$ cat config.mk
export PLATFORM = sky130hd
export DESIGN_NAME = dlo_offset_ctrl
export DESIGN_NICKNAME = d
export VERILOG_FILES = /design/src/verilog/dlo_lane_adder.v /design/src/verilog/dlo_offset_ctrl.v
export VERILOG_INCLUDE_DIRS = /design/src /design/src/inc
export SDC_FILE = /design/constraint.sdc
export NUM_CORES = 1
export LEC_CHECK = 0
export BUFFER_PORTS_ARGS = -buffer_cell sky130_fd_sc_hd__buf_4
export CORE_MARGIN = 10
export CORE_UTILIZATION = 30
export CTS_CLUSTER_DIAMETER = 80
export DETAILED_ROUTE_END_ITERATION = 8
export PLACE_DENSITY_LB_ADDON = 0.08
export REMOVE_ABC_BUFFERS = 1
export SLEW_MARGIN = 25
export SYNTH_ARGS = -nofsm -noshare
export SYNTH_HDL_FRONTEND = slang
export SYNTH_SLANG_ARGS = --single-unit
$ cat constraint.sdc
create_clock -name CLK -period 7 [get_ports CLK]
set_input_delay 0.35 -clock CLK [delete_from_list [all_inputs] [get_ports CLK]]
set_output_delay 0.35 -clock CLK [all_outputs]
set_load 0.01 [all_outputs]
$ cat src/inc/dlo_defines.vh
/*
 constants for the read-strobe delay offset and update control block:
 register offsets, field positions, reset values and timing counts.
 assumes it is included by bare name from the design files.
*/
`ifndef DLO_DEFINES_VH
`define DLO_DEFINES_VH

// register byte addresses on the apb slave
`define DLO_ADDR_CONFIG     12'h000
`define DLO_ADDR_READBACK   12'h004
`define DLO_ADDR_RELOAD     12'h008
`define DLO_ADDR_UPDSTAT    12'h00c

// field layout of one lane inside config and readback
`define DLO_LANE_STRIDE     8
`define DLO_DIR_BIT         7
`define DLO_CODE_MSB        6

// reset values and lane clamp limits
`define DLO_CONFIG_RESET    32'h0000_0000
`define DLO_RELOAD_RESET    8'h36
`define DLO_CODE_MAX        7'h7f
`define DLO_CODE_MIN        7'h00

// last count of the 32-clock master delay line refresh and counter enable period
`define DLO_DIV_PERIOD      5'h1f

// longest bus takeover in clocks
`define DLO_MAX_TAKEOVER    3

`endif

$ cat src/verilog/dlo_lane_adder.v
/*
 one lane saturating adder: applies a signed offset to the raw delay code.
 assumes the raw code and offset are stable inputs on the same clock.
*/
`timescale 1ns/1ns
`include "dlo_defines.vh"

module dlo_lane_adder (
   input  wire [6:0] raw_code,     // raw master delay code
   input  wire [6:0] offset_mag,   // offset magnitude
   input  wire       offset_sub,   // 1 subtracts, 0 adds
   output reg  [6:0] lane_code,    // clamped result
   output reg        lane_sat      // result was clamped
);

   reg [7:0] sum;

   // eight-bit sum keeps the carry or borrow that signals saturation
   always @* begin
      sum = 8'h00;
      if (offset_sub) begin
         sum = {1'b0, raw_code} - {1'b0, offset_mag};
      end else begin
         sum = {1'b0, raw_code} + {1'b0, offset_mag};
      end
      lane_sat = sum[7];
      if (sum[7] && offset_sub) begin
         lane_code = `DLO_CODE_MIN;
      end else if (sum[7]) begin
         lane_code = `DLO_CODE_MAX;
      end else begin
         lane_code = sum[6:0];
      end
   end

endmodule // dlo_lane_adder

$ cat src/verilog/dlo_offset_ctrl.v
/*
 read-strobe delay offset and periodic slave update control.
 holds the offset config and readback registers on apb, four lane adders,
 the self-reloading update counter and the dummy bus arbiter.
 assumes the master delay cell gives a raw code and a divide-by-32 enable
 on CLK, and the memory controller core acknowledges bus release.
*/
`timescale 1ns/1ns
`include "dlo_defines.vh"

// Summary of operation
// - raw seven-bit master code arrives, refreshed every 32 clocks
// - raw code goes to four slave lanes, each with its own adder
// - lane results clamp to 7f above and 00 below
// - direction bits 31,23,15,7: zero adds, one subtracts
// - offset magnitudes at 30:24, 22:16, 14:8, 6:0
// - reset leaves all offsets zero so raw code passes unchanged
// - config and readback registers are 32 bits wide
// - readback shows adjusted lane codes at the offset field positions
// - readback bits 31,23,15,7 flag lane saturation
// - self-reloading counter with eight-bit reload requests updates
// - counter advances only on the divide-by-32 enable
// - reload value resets to 54 decimal
// - updates have no disable control
// - dummy arbiter grants the bus to the memory controller by default
// - update request raises backoff; controller releases after its transaction
// - after release, pulse the active-low slave load
// - bus taken from the controller for at most three clocks
// - only read strobes are delayed; write strobes pass untouched
module dlo_offset_ctrl (
   input  wire        CLK,                  // memory clock, 125 MHz
   input  wire        RESET_N,              // synchronous reset, active low
   input  wire        PSEL,                 // apb select
   input  wire        PENABLE,              // apb access phase
   input  wire        PWRITE,               // apb direction
   input  wire [11:0] PADDR,                // apb byte address
   input  wire [31:0] PWDATA,               // apb write data
   output reg  [31:0] PRDATA,               // apb read data
   output reg         PREADY,               // apb ready
   output reg         PSLVERR,              // apb error, unmapped address
   input  wire [6:0]  RAW_CODE,             // master delay code
   input  wire        DIV32_EN,             // divide-by-32 enable from master
   input  wire [7:0]  SYS_RELOAD,           // reload value from system controller
   input  wire        SYS_RELOAD_LOAD,      // one-clock strobe to take SYS_RELOAD
   input  wire        BUS_RELEASED,         // controller has released the bus
   output reg  [27:0] LANE_CODES,           // adjusted codes, lane 3 high
   output reg         SLAVE_DELAY_LOAD_N,   // active-low slave load pulse
   output reg         BUS_BACKOFF,          // asks the controller to release
   output reg         BUS_GRANT,            // dummy arbiter grant to controller
   output reg         UPDATE_REQ            // update request pending
);

   // one-hot update sequencer states
   localparam [3:0] ST_IDLE  = 4'b0001;
   localparam [3:0] ST_WAIT  = 4'b0010;
   localparam [3:0] ST_LOAD  = 4'b0100;
   localparam [3:0] ST_RET   = 4'b1000;

   reg  [31:0] config_reg;
   reg  [31:0] config_next;
   reg  [31:0] readback_reg;
   reg  [7:0]  reload_reg;
   reg  [7:0]  reload_next;
   reg  [7:0]  count_reg;
   reg  [7:0]  count_next;
   reg  [3:0]  state_reg;
   reg  [3:0]  state_next;
   reg  [7:0]  upd_total_reg;
   reg  [31:0] rdata_next;
   reg         err_next;
   reg         ready_next;
   wire [27:0] lane_code_w;
   wire [3:0]  lane_sat_w;
   wire        apb_setup;
   wire        apb_wr;
   wire        terminal;
   // address selects and next values of the registered outputs
   wire        sel_config;
   wire        sel_readback;
   wire        sel_reload;
   wire        sel_updstat;
   reg  [31:0] readback_next;
   reg  [27:0] lane_codes_next;
   reg  [7:0]  upd_total_next;
   reg         load_n_next;
   reg         backoff_next;
   reg         grant_next;
   reg         req_next;

   // compares an apb address with one register word
   function addr_is;
      input [11:0] a;
      input [11:0] reg_addr;
      begin
         addr_is = (a == reg_addr);
      end
   endfunction

   // true when the one-hot state vector holds any of the given state bits
   function in_state;
      input [3:0] s;
      input [3:0] states;
      begin
         in_state = |(s & states);
      end
   endfunction

   // packs one lane's flag and code into its byte of the readback word
   function [7:0] pack_lane;
      input       sat;
      input [6:0] code;
      begin
         pack_lane = {sat, code};
      end
   endfunction

   // tells whether an address is one of the mapped words
   function mapped;
      input [11:0] a;
      begin
         mapped = (a == `DLO_ADDR_CONFIG) || (a == `DLO_ADDR_READBACK) ||
                  (a == `DLO_ADDR_RELOAD) || (a == `DLO_ADDR_UPDSTAT);
      end
   endfunction

   // one adder per byte lane; raw code shared by all four
   genvar g;
   generate
      for (g = 0; g < 4; g = g + 1) begin : lane
         dlo_lane_adder dlo_lane_adder_inst (
            .raw_code   (RAW_CODE),
            .offset_mag (config_reg[g*`DLO_LANE_STRIDE +: 7]),
            .offset_sub (config_reg[g*`DLO_LANE_STRIDE + `DLO_DIR_BIT]),
            .lane_code  (lane_code_w[g*7 +: 7]),
            .lane_sat   (lane_sat_w[g])
         );
      end
   endgenerate

   // zero-wait-state apb: request taken in setup, answered one clock later
   assign apb_setup = PSEL && !PENABLE;
   assign apb_wr    = PSEL && PENABLE && PREADY && PWRITE;

   // one select per mapped word, shared by the write and read decode
   assign sel_config   = addr_is(PADDR, `DLO_ADDR_CONFIG);
   assign sel_readback = addr_is(PADDR, `DLO_ADDR_READBACK);
   assign sel_reload   = addr_is(PADDR, `DLO_ADDR_RELOAD);
   assign sel_updstat  = addr_is(PADDR, `DLO_ADDR_UPDSTAT);

   // counter expiry; the enable from the master cell gates every count
   assign terminal  = DIV32_EN && (count_reg == 8'h00);

   // register write decode; an apb write in the same clock as the strobe wins,
   // since software should see the value it wrote last
   always @* begin
      config_next = config_reg;
      reload_next = reload_reg;
      // the system controller strobe reloads the update interval
      if (SYS_RELOAD_LOAD) begin
         reload_next = SYS_RELOAD;
      end
      if (apb_wr && sel_config) begin
         config_next = PWDATA;
      end
      if (apb_wr && sel_reload) begin
         // only the low byte is held; the upper bits are dropped on purpose
         reload_next = PWDATA[7:0];
      end
   end

   // register read decode and answer; readback and status ignore writes
   always @* begin
      rdata_next = 32'h0000_0000;
      err_next   = 1'b0;
      ready_next = apb_setup;
      // reads are decoded in the setup cycle and held in PRDATA for the access
      if (apb_setup && !PWRITE) begin
         if (sel_config) begin
            rdata_next = config_reg;
         end else if (sel_readback) begin
            rdata_next = readback_reg;
         end else if (sel_reload) begin
            rdata_next = {24'h00_0000, reload_reg};
         end else if (sel_updstat) begin
            rdata_next = {20'h0_0000, state_reg, upd_total_reg};
         end else begin
            rdata_next = 32'h0000_0000;
         end
      end
      // an unmapped word answers with an error in the same access cycle
      if (apb_setup && !mapped(PADDR)) begin
         err_next = 1'b1;
      end
   end

   // update counter; no enable bit exists, so it never stops
   always @* begin
      count_next = count_reg;
      if (terminal) begin
         // reload at expiry keeps the period fixed at reload plus one enables
         count_next = reload_reg;
      end else if (DIV32_EN) begin
         // one count per enable gives 32 clocks per step
         count_next = count_reg - 8'h01;
      end
   end

   // update sequencer: the counter expiry raises backoff and the request,
   // the controller's release starts a one-clock load pulse, and one more
   // clock hands the bus back; the grant is away for two clocks in all
   always @* begin
      state_next = state_reg;
      case (state_reg)
         ST_IDLE: begin
            // counter expiry is the only way in; there is no enable to gate it
            if (terminal) begin
               state_next = ST_WAIT;
            end
         end
         ST_WAIT: begin
            // a controller that never lets go stalls the update; no timeout
            if (BUS_RELEASED) begin
               state_next = ST_LOAD;
            end
         end
         ST_LOAD: begin
            // one clock of load is enough for the slave cells to take the code
            state_next = ST_RET;
         end
         ST_RET: begin
            // the release has been used; the bus goes back next clock
            state_next = ST_IDLE;
         end
         default: begin
            // an illegal code falls back to idle with the bus granted
            state_next = ST_IDLE;
         end
      endcase
   end

   // next values of the registered outputs, all but the readback word decoded from the next state
   // so that every pin changes in the same clock as the sequencer
   always @* begin
      lane_codes_next = LANE_CODES;
      upd_total_next  = upd_total_reg;
      // codes reach the slaves only at the load pulse, when no strobe is in flight
      if (in_state(state_next, ST_LOAD)) begin
         lane_codes_next = lane_code_w;
      end
      // one more finished update each time the bus is handed back
      if (in_state(state_next, ST_RET)) begin
         upd_total_next = upd_total_reg + 8'h01;
      end
      load_n_next  = !in_state(state_next, ST_LOAD);
      // backoff and request are one level; the controller sees the same pulse
      backoff_next = in_state(state_next, ST_WAIT | ST_LOAD);
      // grant drops while the load runs and for the one clock after it, so takeover stays within bounds
      grant_next   = in_state(state_next, ST_IDLE | ST_WAIT);
      req_next     = in_state(state_next, ST_WAIT | ST_LOAD);
      // readback tracks adjusted codes and saturation flags live
      readback_next = {pack_lane(lane_sat_w[3], lane_code_w[27:21]),
                       pack_lane(lane_sat_w[2], lane_code_w[20:14]),
                       pack_lane(lane_sat_w[1], lane_code_w[13:7]),
                       pack_lane(lane_sat_w[0], lane_code_w[6:0])};
   end

   // every register of the block sits below; splitting them by purpose keeps
   // each reset branch short and holds every output on its own flip-flop

   // apb side registers and the answer to the master
   always @(posedge CLK) begin
      if (!RESET_N) begin
         config_reg <= `DLO_CONFIG_RESET;
         reload_reg <= `DLO_RELOAD_RESET;
         PRDATA     <= 32'h0000_0000;
         PREADY     <= 1'b0;
         PSLVERR    <= 1'b0;
      end else begin
         config_reg <= config_next;
         reload_reg <= reload_next;
         PRDATA     <= rdata_next;
         PREADY     <= ready_next;
         PSLVERR    <= err_next;
      end
   end

   // update counter and sequencer state; reset loads the full interval
   always @(posedge CLK) begin
      if (!RESET_N) begin
         count_reg <= `DLO_RELOAD_RESET;
         state_reg <= ST_IDLE;
      end else begin
         count_reg <= count_next;
         state_reg <= state_next;
      end
   end

   // finished update count, shown in the status word
   always @(posedge CLK) begin
      if (!RESET_N) begin
         upd_total_reg <= 8'h00;
      end else begin
         upd_total_reg <= upd_total_next;
      end
   end

   // readback word; it shows zero for one clock after reset, then live codes
   always @(posedge CLK) begin
      if (!RESET_N) begin
         readback_reg <= 32'h0000_0000;
      end else begin
         readback_reg <= readback_next;
      end
   end

   // codes held by the slave lines; they move only at the load pulse
   always @(posedge CLK) begin
      if (!RESET_N) begin
         LANE_CODES <= 28'h000_0000;
      end else begin
         LANE_CODES <= lane_codes_next;
      end
   end

   // arbiter and load outputs, each straight from its own flip-flop
   always @(posedge CLK) begin
      if (!RESET_N) begin
         SLAVE_DELAY_LOAD_N <= 1'b1;
         BUS_BACKOFF        <= 1'b0;
         // grant is high out of reset: the controller owns the bus by default
         BUS_GRANT          <= 1'b1;
         UPDATE_REQ         <= 1'b0;
      end else begin
         SLAVE_DELAY_LOAD_N <= load_n_next;
         BUS_BACKOFF        <= backoff_next;
         BUS_GRANT          <= grant_next;
         UPDATE_REQ         <= req_next;
      end
   end

   // write strobes are not routed through this block at all

endmodule // dlo_offset_ctrl

# Yosys cells after proc, flatten, opt, wreduce, memory -nomap -nowiden
# Cells that the tools add are included.
# op_classes
n_eq_ne,6
order_cmp,0
n_reduce_logical,27
mux,24
shift,0
bitwise_logic,0
n_div,0
add_sub_neg,10
mul,0
# ops
op,count
$mux W32,2
$mux W8,8
$mux W7,8
$add A7 B7 Y8,4
$sub A7 B7 Y8,4
$eq A12 B4 Y1 const B,2
$mux W12,2
$logic_and A1 B1 Y1,13
$eq A12 B3 Y1 const B,1
$logic_not A12 Y1,1
$pmux W4 S3,1
$add A8 B1 Y8 const B,1
$logic_not A8 Y1,1
$mux W4,2
$sub A8 B1 Y8 const B,1
$eq A4 B1 Y1 const B,1
$eq A4 B2 Y1 const B,1
$eq A4 B3 Y1 const B,1
$logic_not A1 Y1,4
$reduce_bool A2 Y1,2
$reduce_or A2 Y1,2
$logic_or A1 B1 Y1,3
$reduce_and A2 Y1,1
$mux W1,1
# word_totals
memories,0
rom_bits,0
inputBits,67
mem_bits_rw,0
latchBits,0
elab_cells,80
register_bits,157
output_inout_bits,66

# Logic depth before layout (Yosys ltp)
# Gate-level depths: netlist of the first run.
# logic_depth
depth_word,7
mapped_depth,12
depth_no_buf,11

# Cells and area by module
# Synthesis of the first run repeated with hierarchy kept, for this count alone.
# unflattened
cells_unflattened,929
hier_area_um2,8201.6
# modules_own_cells
module,seq_area_each_um2,cells_each,instances,area_each_um2
dlo_offset_ctrl,3143.0,592,1,5700.5
dlo_lane_adder (lane[0].dlo_lane_adder_inst ...),0.0,89,3,653.1
dlo_lane_adder (lane[1].dlo_lane_adder_inst),0.0,70,1,541.8

# Least setup slack after synthesis of the first run
# OpenSTA, ideal clock, no wires.
# synth_timing
path_kind,flip-flop to flip-flop
start,reg config_reg[15]
end,reg LANE_CODES[13]
setup_slack_ns,4.386
stages_incl_launch_ff,13
arrival_ns,2.497
setup_ns,0.117
path_buffers,3
t_required_ns,6.883
synth_period_minus_slack_ns,2.614
path_cell_list,dfxtp_1 clkbuf_1 clkbuf_1 nor2_1 xnor2_1 ha_1 o21ai_0 a21oi_1 a211oi_1 xnor2_1 buf_4 mux2i_1 a22o_1
# synth_via
elab_chain_cells,3
word_cells_on_any_way,4
classes_between,mux (3); reduce/logical (1)
# synth_lines
item,line_no,text
start: declaration,dlo_offset_ctrl.v:59,reg [31:0] config_reg;
start signal: assignment,dlo_offset_ctrl.v:273,config_reg <= `DLO_CONFIG_RESET;
start signal: assignment,dlo_offset_ctrl.v:279,config_reg <= config_next;
$mux W8,dlo_lane_adder.v:21,if (offset_sub) begin
$mux W7 or $logic_and A1 B1 Y1 (tied branches),"dlo_lane_adder.v:29, dlo_lane_adder.v:27",
$mux W7 (*),dlo_lane_adder.v:27,if (sum[7] && offset_sub) begin
end signal: assignment,dlo_offset_ctrl.v:321,LANE_CODES <= lane_codes_next;
end: declaration,dlo_offset_ctrl.v:46,"output reg [27:0] LANE_CODES,"
# Mark *: on every way between the ends. The rest lies on a longest branch, timed or not.
# A chain may end at the register's enable or synchronous reset.

# Worst setup path after layout of the first run
# layout_timing
start,reg config_reg[16]
end,reg readback_reg[17]
# layout_via
elab_chain_cells,4
word_cells_on_any_way,6
classes_between,add/sub (2); mux (3); reduce/logical (1)
# layout_lines
item,line_no,text
$add A7 B7 Y8 or $sub A7 B7 Y8 (tied branches),"dlo_lane_adder.v:24, dlo_lane_adder.v:22",
$mux W8 (*),dlo_lane_adder.v:21,
$mux W7 or $logic_and A1 B1 Y1 (tied branches),"dlo_lane_adder.v:29, dlo_lane_adder.v:27",
$mux W7 (*),dlo_lane_adder.v:27,
end signal: assignment,dlo_offset_ctrl.v:312,readback_reg <= readback_next;
end: declaration,dlo_offset_ctrl.v:61,reg [31:0] readback_reg;
# Marks and branches as above.

==> results of run 1 <==
routing by layer:
metal,global-route usage (%),vias to the layer above,part of all wire [%]
li1,-,3296,-
met1,19.63,2992,50
met2,22.84,127,45
met3,3.217,10,4.0
met4,3.576,0,0.83
met5,0,-,0
metrics by stage:
stage / total power [mW] / hold slack, ns / setup slack (ns) / instances
floorplan: 1.041 / 0.4119 / 2.941 / 830
global placement: 1.125 / 0.4673 / 3.689 / 1302
detailed placement: 1.124 / 0.4631 / 3.897 / 1302
CTS: 2.141 / 0.1497 / 3.832 / 1334
global route: 2.198 / 0.1562 / 3.517 / 1334
finish: 2.113 / 0.1713 / 3.887 / 1334
cell usage after synthesis, types with 8 or more instances:
master	number
xnor2_1	33
a21oi_1	81
mux2_2	12
and2_1	26
o21ai_0	35
nor3_1	18
nand2_1	116
a211oi_1	12
xor2_1	16
o21bai_1	8
clkbuf_1	27
inv_1	23
mux2i_1	36
a22o_1	24
dfxtp_1	157
ha_1	35
nand2b_1	16
nor2_1	80
buf_2	16
a22oi_1	34
cells in the final DEF, fill, tap and decap left out, types with 32 or more instances in the layout:
cell type	count
xnor2_1	32
mux2i_1	36
nand2_1	116
buf_4	142
a21oi_1	81
nor2_1	80
a22oi_1	34
ha_1	35
dfxtp_1	157
o21ai_0	35
area by class of cell:
cell class | instances | area (sq um) | area share [%]
Inverter | 24 | 90.09 | 0.9375
Tap cell | 330 | 412.9 | 4.297
Sequential cell | 157 | 3143 | 32.71
Clock inverter | 13 | 187.7 | 1.953
Clock buffer | 19 | 442.9 | 4.609
Multi-Input combinational cell | 649 | 4267 | 44.40
Timing Repair Buffer | 142 | 1066 | 11.09
power by group through the flow:
stage | logic [mW] | clock network [mW] | registers (mW)
4_1_cts | 0.181 | 1.04 | 0.923
6_report | 0.179 | 1.01 | 0.923
5_1_grt | 0.200 | 1.07 | 0.924
3_3_place_gp | 0.182 | 0 | 0.943
3_5_place_dp | 0.180 | 0 | 0.943
2_1_floorplan | 0.102 | 0 | 0.939
critical path, delay by kind of cell (launching register included):
family	cells	cell delay, ns
simple gates	1	0.17
xor+xnor	2	0.51
buf+inv	2	0.38
mux	1	0.26
flops	1	0.47
fa+ha+maj	2	0.57
compound gates	4	0.68
logic make-up after synthesis:
group | after synthesis
AO/OA/AOI/OAI | 219
XOR/XNOR | 50
adder cells (fa/ha/maj) | 39
buffers and inverters | 80
flip-flops | 157
multiplexers | 48
AND/OR/NAND/NOR | 293
worst paths after layout:
| path | depth (start not counted) | slack [ns] | to | startpoint |
|---|---|---|---|---|
| worst max register to register | 12 | 3.89 | readback_reg[17] | config_reg[16] |
| worst max-delay path | 12 | 3.89 | readback_reg[17] | config_reg[16] |
| worst min register to register | 2 | 0.48 | PRDATA[23] | readback_reg[23] |
| worst min-delay path | 3 | 0.17 | config_reg[11] | PWDATA[11] |
==> metrics, run 1 <==
cell chain of the critical path=inv_1 -> ha_1 -> a21oi_1 -> xnor2_1 -> ha_1 -> a21oi_1 -> o21ai_0 -> a211oi_1 -> xnor2_1 -> buf_4 -> mux2i_1 -> and2_1; Leak Pwr=3.810 nW; asr flop ratio synth=0%; post-synth cell types=52; initial core utilization=a little under a third; final-report hold violation count=0; area overhead of the layout relative to synthesis=23.81%; measured slew at the worst slew-check pin=about 0.79 ns; antenna diode count=0; slowest CP cell=dfxtp_1; share of total power in sequential cells=43.7%; clk sink count=157; cts hold-fix bufs=0; multiplexer area fraction after synthesis=6.384%; Clock Skew=0.01167 ns; count of final max-slew check failures=0; total negative setup slack=0 ns; DRC=0; core region area=25330 sq um; leading area contributor after synthesis=dfxtp_1; Worst Setup Path Type=reg -> reg; dominant register cell in the synthesized netlist=dfxtp_1; data required time of the worst path=7.36 ns; post-CTS resize count=0; via count of the routed design=6425; max-cap violations=0; adder and majority gate portion of the synthesized area=under 10%; class of the tightest hold or removal check=in -> reg; largest family of logic cells by synthesized area=compound AO/OA/AOI/OAI gates; most area-consuming cells after synthesis=dfxtp_1 (40%), ha_1 (5.6%), nand2_1 (5.6%); ratio of cells with drive above 1 in the final layout=20.12%; wire length after detailed routing=24240 microns; maximum buffer depth of the clock tree=2; total power per unit cell area=approximately 220 nW/um^2; part of the Yosys area used for sequential elements=40.50%; first-pass iteration count of the detailed router=5; count of fill cells added during filler insertion=2606; switching pwr=508.6 uW; Post CTS Setup Buffer Count=0; unrepaired setup endpoints after global routing=false; antenna violations before repair=0; CP arrival=3.47 ns; routed wirelength normalized by instance count=between 15 and 20 microns; Die W=180.8 microns; post-route core utilization=~38%; global route total overflow=0; cell area after placement=around 9000 sq um; global router's overall resource usage=14.51%; Die Area=32700 sq um; Starting DRT DRC Count=359; final design area excluding fillers=9609 sq um; latest clock arrival within the worst-skew pair=0.42 ns; post-detailed-placement half-perimeter wirelength=around 17000 microns; outcome=complete, no violations; post-synthesis compound-gate area fraction=17.98%; simple-gate share of the synthesized area=17.86%; worst supply voltage drop on vdd=0.1403 mV; register bit total from synthesis=about 160; total internal power=1.605 mW; total setup violations reported at the end of the flow=0; vias in the first global route=6568; pin count of the biggest net entering global routing=57; DIE HEIGHT=approximately 180 microns; switching part of the total power=24.07%; Post-Syn Instances=just under 900; CP Max Fanout=6; number of enable-type register cells in the synthesized netlist=0; final worst path period share=between 40% and 50%; combinational fraction of design power=8.5%; Yosys warning total=0; XOR/XNOR Fraction of Synth Area=5.739%; Fmax achieved=0.3212 GHz; per-cell via count in the routed design=4.816; Post-DRT Antenna Nets=0; Post-Syn Area per Cell=8.760 sq um; TritonCTS clock tree=yes; number of cell rows=58; endpoint kind of the worst setup timing path=register; I/O pin cnt=between 100 and 150; worst stage delay on the critical path=0.47 ns; proportion of power drawn by the clock network=between 40 and 50%; fin crit period=3.113 ns; H-tree lvl count=4; startpoint kind of the worst setup timing path=register; Slew Limit Headroom=between 40 and 50%; area share of the leading cell type in the synthesized netlist=40.50%; port bufs=around 130; fin nets=1097; Routability Congestion=0.8366; TritonCTS buffer count=17; post-synthesis instance area=7761 sq um; clock-pin slew reported for the worst setup and hold paths after clock tree synthesis=0.07 ns; clk root buf=clkbuf_16; first-pass GRT wire length=38090 microns
(Power assumes the default switching activity.)
==> run 2: changes to the inputs <==
ABC_AREA = 1   (was unset)
clock period = 3.2 ns   (was 7 ns; I/O delays follow)
==> metrics, run 2 <==
count of final max-slew check failures=0; Post-Route Hold Slack=around 0.012 ns; wire length after detailed routing=26330 microns; DRC=0; area overhead of the layout relative to synthesis=24.13%; proportion of power drawn by the clock network=44.8%; post-synthesis instance area=8160 sq um; combinational fraction of design power=under 10%; slowest CP cell=dfxtp_1; Routability Congestion=0.8311; wire length on met1=13030 microns; met2 wire length=11580 microns; startpoint kind of the worst setup timing path=register; core region area=~27000 sq um; latest clock arrival within the worst-skew pair=between 0.4 and 0.5 ns; global route total overflow=0; post-synth cell types=38; switching part of the total power=28.09%; area share of the leading cell type in the synthesized netlist=38.52%; final-report hold violation count=0; post-detailed-placement half-perimeter wirelength=slightly below 20000 microns; Fmax achieved=0.3551 GHz; fin nets=1415; top routing layer in use=met4; worst stage delay on the critical path=~0.38 ns; total negative setup slack=0 ns; Slew Limit Headroom=~43%; cell chain of the critical path=inv_1 -> ha_1 -> inv_1 -> nor2_1 -> a21oi_1 -> xor2_1 -> inv_1 -> ha_1 -> nand2_1 -> nand2_1 -> a21oi_1 -> nand2_1 -> nand2_1 -> nand3_1 -> nand2_1 -> nand2_1 -> nand2_1; Leak Pwr=4.777 nW; dominant register cell in the synthesized netlist=dfxtp_1; Post-Syn Area per Cell=approximately 6.9 sq um; initial core utilization=30.36%; endpoint kind of the worst setup timing path=register; via count of the routed design=7705; Post-Syn Instances=between 1000 and 1500; number of cell rows=60; routed wirelength normalized by instance count=15.83 microns; kind of cell adding the most delay to the critical path=simple AND/OR/NAND/NOR gates; port bufs=roughly 130; total internal power=3.198 mW; per-cell via count in the routed design=4.633; cell repeated most along the worst path=nand2_1; I/O pin cnt=roughly 130; count of fill cells added during filler insertion=2921; cell area after placement=around 9400 sq um; final worst path period share=between 80% and 90%; Die W=184.9 microns; leading cell type in the layout, fill and taps excluded=nand2_1; asr flop ratio synth=0%; number of enable-type register cells in the synthesized netlist=0; Post-DRT Antenna Nets=0; maximum buffer depth of the clock tree=2; count of buffering cells on the critical path with inverters included=3; vias in the first global route=7651; switching pwr=roughly 1.2 mW; data required time of the worst path=between 3 and 4 ns; clk sink count=~160; total power per unit cell area=439.0 nW/um^2; H-tree lvl count=4; leading area contributor after synthesis=dfxtp_1; Clock Skew=roughly 0.012 ns; Starting DRT DRC Count=430; DIE HEIGHT=around 180 microns; TritonCTS clock tree=yes; Post CTS Setup Buffer Count=0; measured slew at the worst slew-check pin=0.8453 ns; fin crit period=2.816 ns; most common library cells after synthesis=nand2_1 (353), dfxtp_1 (157), inv_1 (139); register bit total from synthesis=157; detailed-routed wire length on met3=approximately 1400 microns; most area-consuming cells after synthesis=dfxtp_1 (39%), nand2_1 (16%), a21oi_1 (7.1%); share of total power in sequential cells=a little under half; outcome=complete, no violations; clock-pin slew reported for the worst setup and hold paths after clock tree synthesis=0.08 ns; Yosys warning total=0; class of the tightest hold or removal check=in -> reg; antenna diode count=0; antenna violations before repair=0; unrepaired setup endpoints after global routing=false; CP arrival=between 3 and 4 ns; pin count of the biggest net entering global routing=55; Die Area=34200 sq um; TritonCTS buffer count=17; total setup violations reported at the end of the flow=0; most used cells in the layout excluding fill and tap cells=nand2_1 (352), dfxtp_1 (157), buf_4 (141), inv_1 (139), a21oi_1 (116); most repeated cell in the gate-level netlist after synthesis=nand2_1; clk root buf=clkbuf_16; post-CTS resize count=0; global router's overall resource usage=15.56%; first-pass GRT wire length=between 40000 and 50000 microns; CP Max Fanout=14; max-cap violations=0; ratio of cells with drive above 1 in the final layout=about 15%; Worst Setup Path Type=reg -> reg; worst supply voltage drop on vdd=0.3102 mV; cts hold-fix bufs=16; final design area excluding fillers=10130 sq um; part of the Yosys area used for sequential elements=38.52%; first-pass iteration count of the detailed router=5
run 2: cell types whose count changed after synthesis, sizes merged, moves of 32 or more:
cell and change:
a21oi +35, a22oi -34, inv +122, mux2i -32, nand2 +240, nand3 +88, xnor2 -33
run 2: final cells by class:
type                            instances  area, sq um  share of cell area, %
Timing Repair Buffer                  157         1219                  12.03
Sequential cell                       157         3143                  31.03
Clock buffer                           17        425.4                  4.200
Multi-Input combinational cell        831         4244                  41.90
Inverter                              145        544.3                  5.373
Tap cell                              341        426.7                  4.212
Clock inverter                         15        127.6                  1.260
run 2: worst register-to-register path, delay by kind of cell (launching register included):
kind                     cells  cell delay [ns]
AND/OR/NAND/NOR              9             1.06
adder cells (fa/ha/maj)      2             0.54
AO/OA/AOI/OAI                2             0.41
flip-flops                   1             0.38
buffers and inverters        3             0.21
XOR/XNOR                     1             0.16
run 2: worst paths after layout:
check                                 startpoint             end  slack, ns  cells after the start
worst max-delay path              config_reg[25]  LANE_CODES[26]       0.38                     17
worst min-delay path                   PWDATA[2]   reload_reg[2]       0.01                      3
worst max register to register    config_reg[25]  LANE_CODES[26]       0.38                     17
worst min register to register  readback_reg[15]      PRDATA[15]       0.44                      2
run 2: power by group through the flow:
| stage | Sequential [mW] | Combinational (mW) | Clock, mW |
|---|---|---|---|
| floorplan | 2.06 | 0.247 | 0 |
| global placement | 2.07 | 0.421 | 0 |
| detailed placement | 2.07 | 0.421 | 0 |
| CTS | 2.02 | 0.439 | 2.05 |
| global route | 2.03 | 0.495 | 2.11 |
| finish | 2.02 | 0.433 | 1.99 |
run 2: logic make-up (layout without fill, tap and decap cells):
group | Yosys count | after routing | share of synthesized area (%)
adders and majority gates | 39 | 39 | 6.348
DFF | 157 | 157 | 38.52
muxes | 4 | 4 | 0.4907
xor gates and xnor gates | 26 | 26 | 2.791
and+or+nand+nor | 548 | 548 | 28.00
AOI/OAI and AO/OA | 214 | 214 | 14.32
buffers and inverters | 188 | 334 | 9.537
run 2: metrics by stage:
| step | power [mW] | util [%] | setup WS [ns] | cells |
|---|---|---|---|---|
| 2_1_floorplan | 2.305 | - | 0.7073 | 1133 |
| 3_3_place_gp | 2.489 | 35.04 | 0.4172 | 1615 |
| 3_5_place_dp | 2.488 | 35.04 | 0.3839 | 1615 |
| 4_1_cts | 4.507 | 37.69 | 0.3703 | 1663 |
| 5_1_grt | 4.634 | 37.69 | 0.01917 | 1663 |
| 6_report | 4.447 | 37.69 | 0.3842 | 1663 |
run 2: routing by layer:
layer	up-vias	GRT usage [%]
li1	4043	-
met1	3495	20.66
met2	148	24.60
met3	19	3.938
met4	0	3.804
met5	-	0
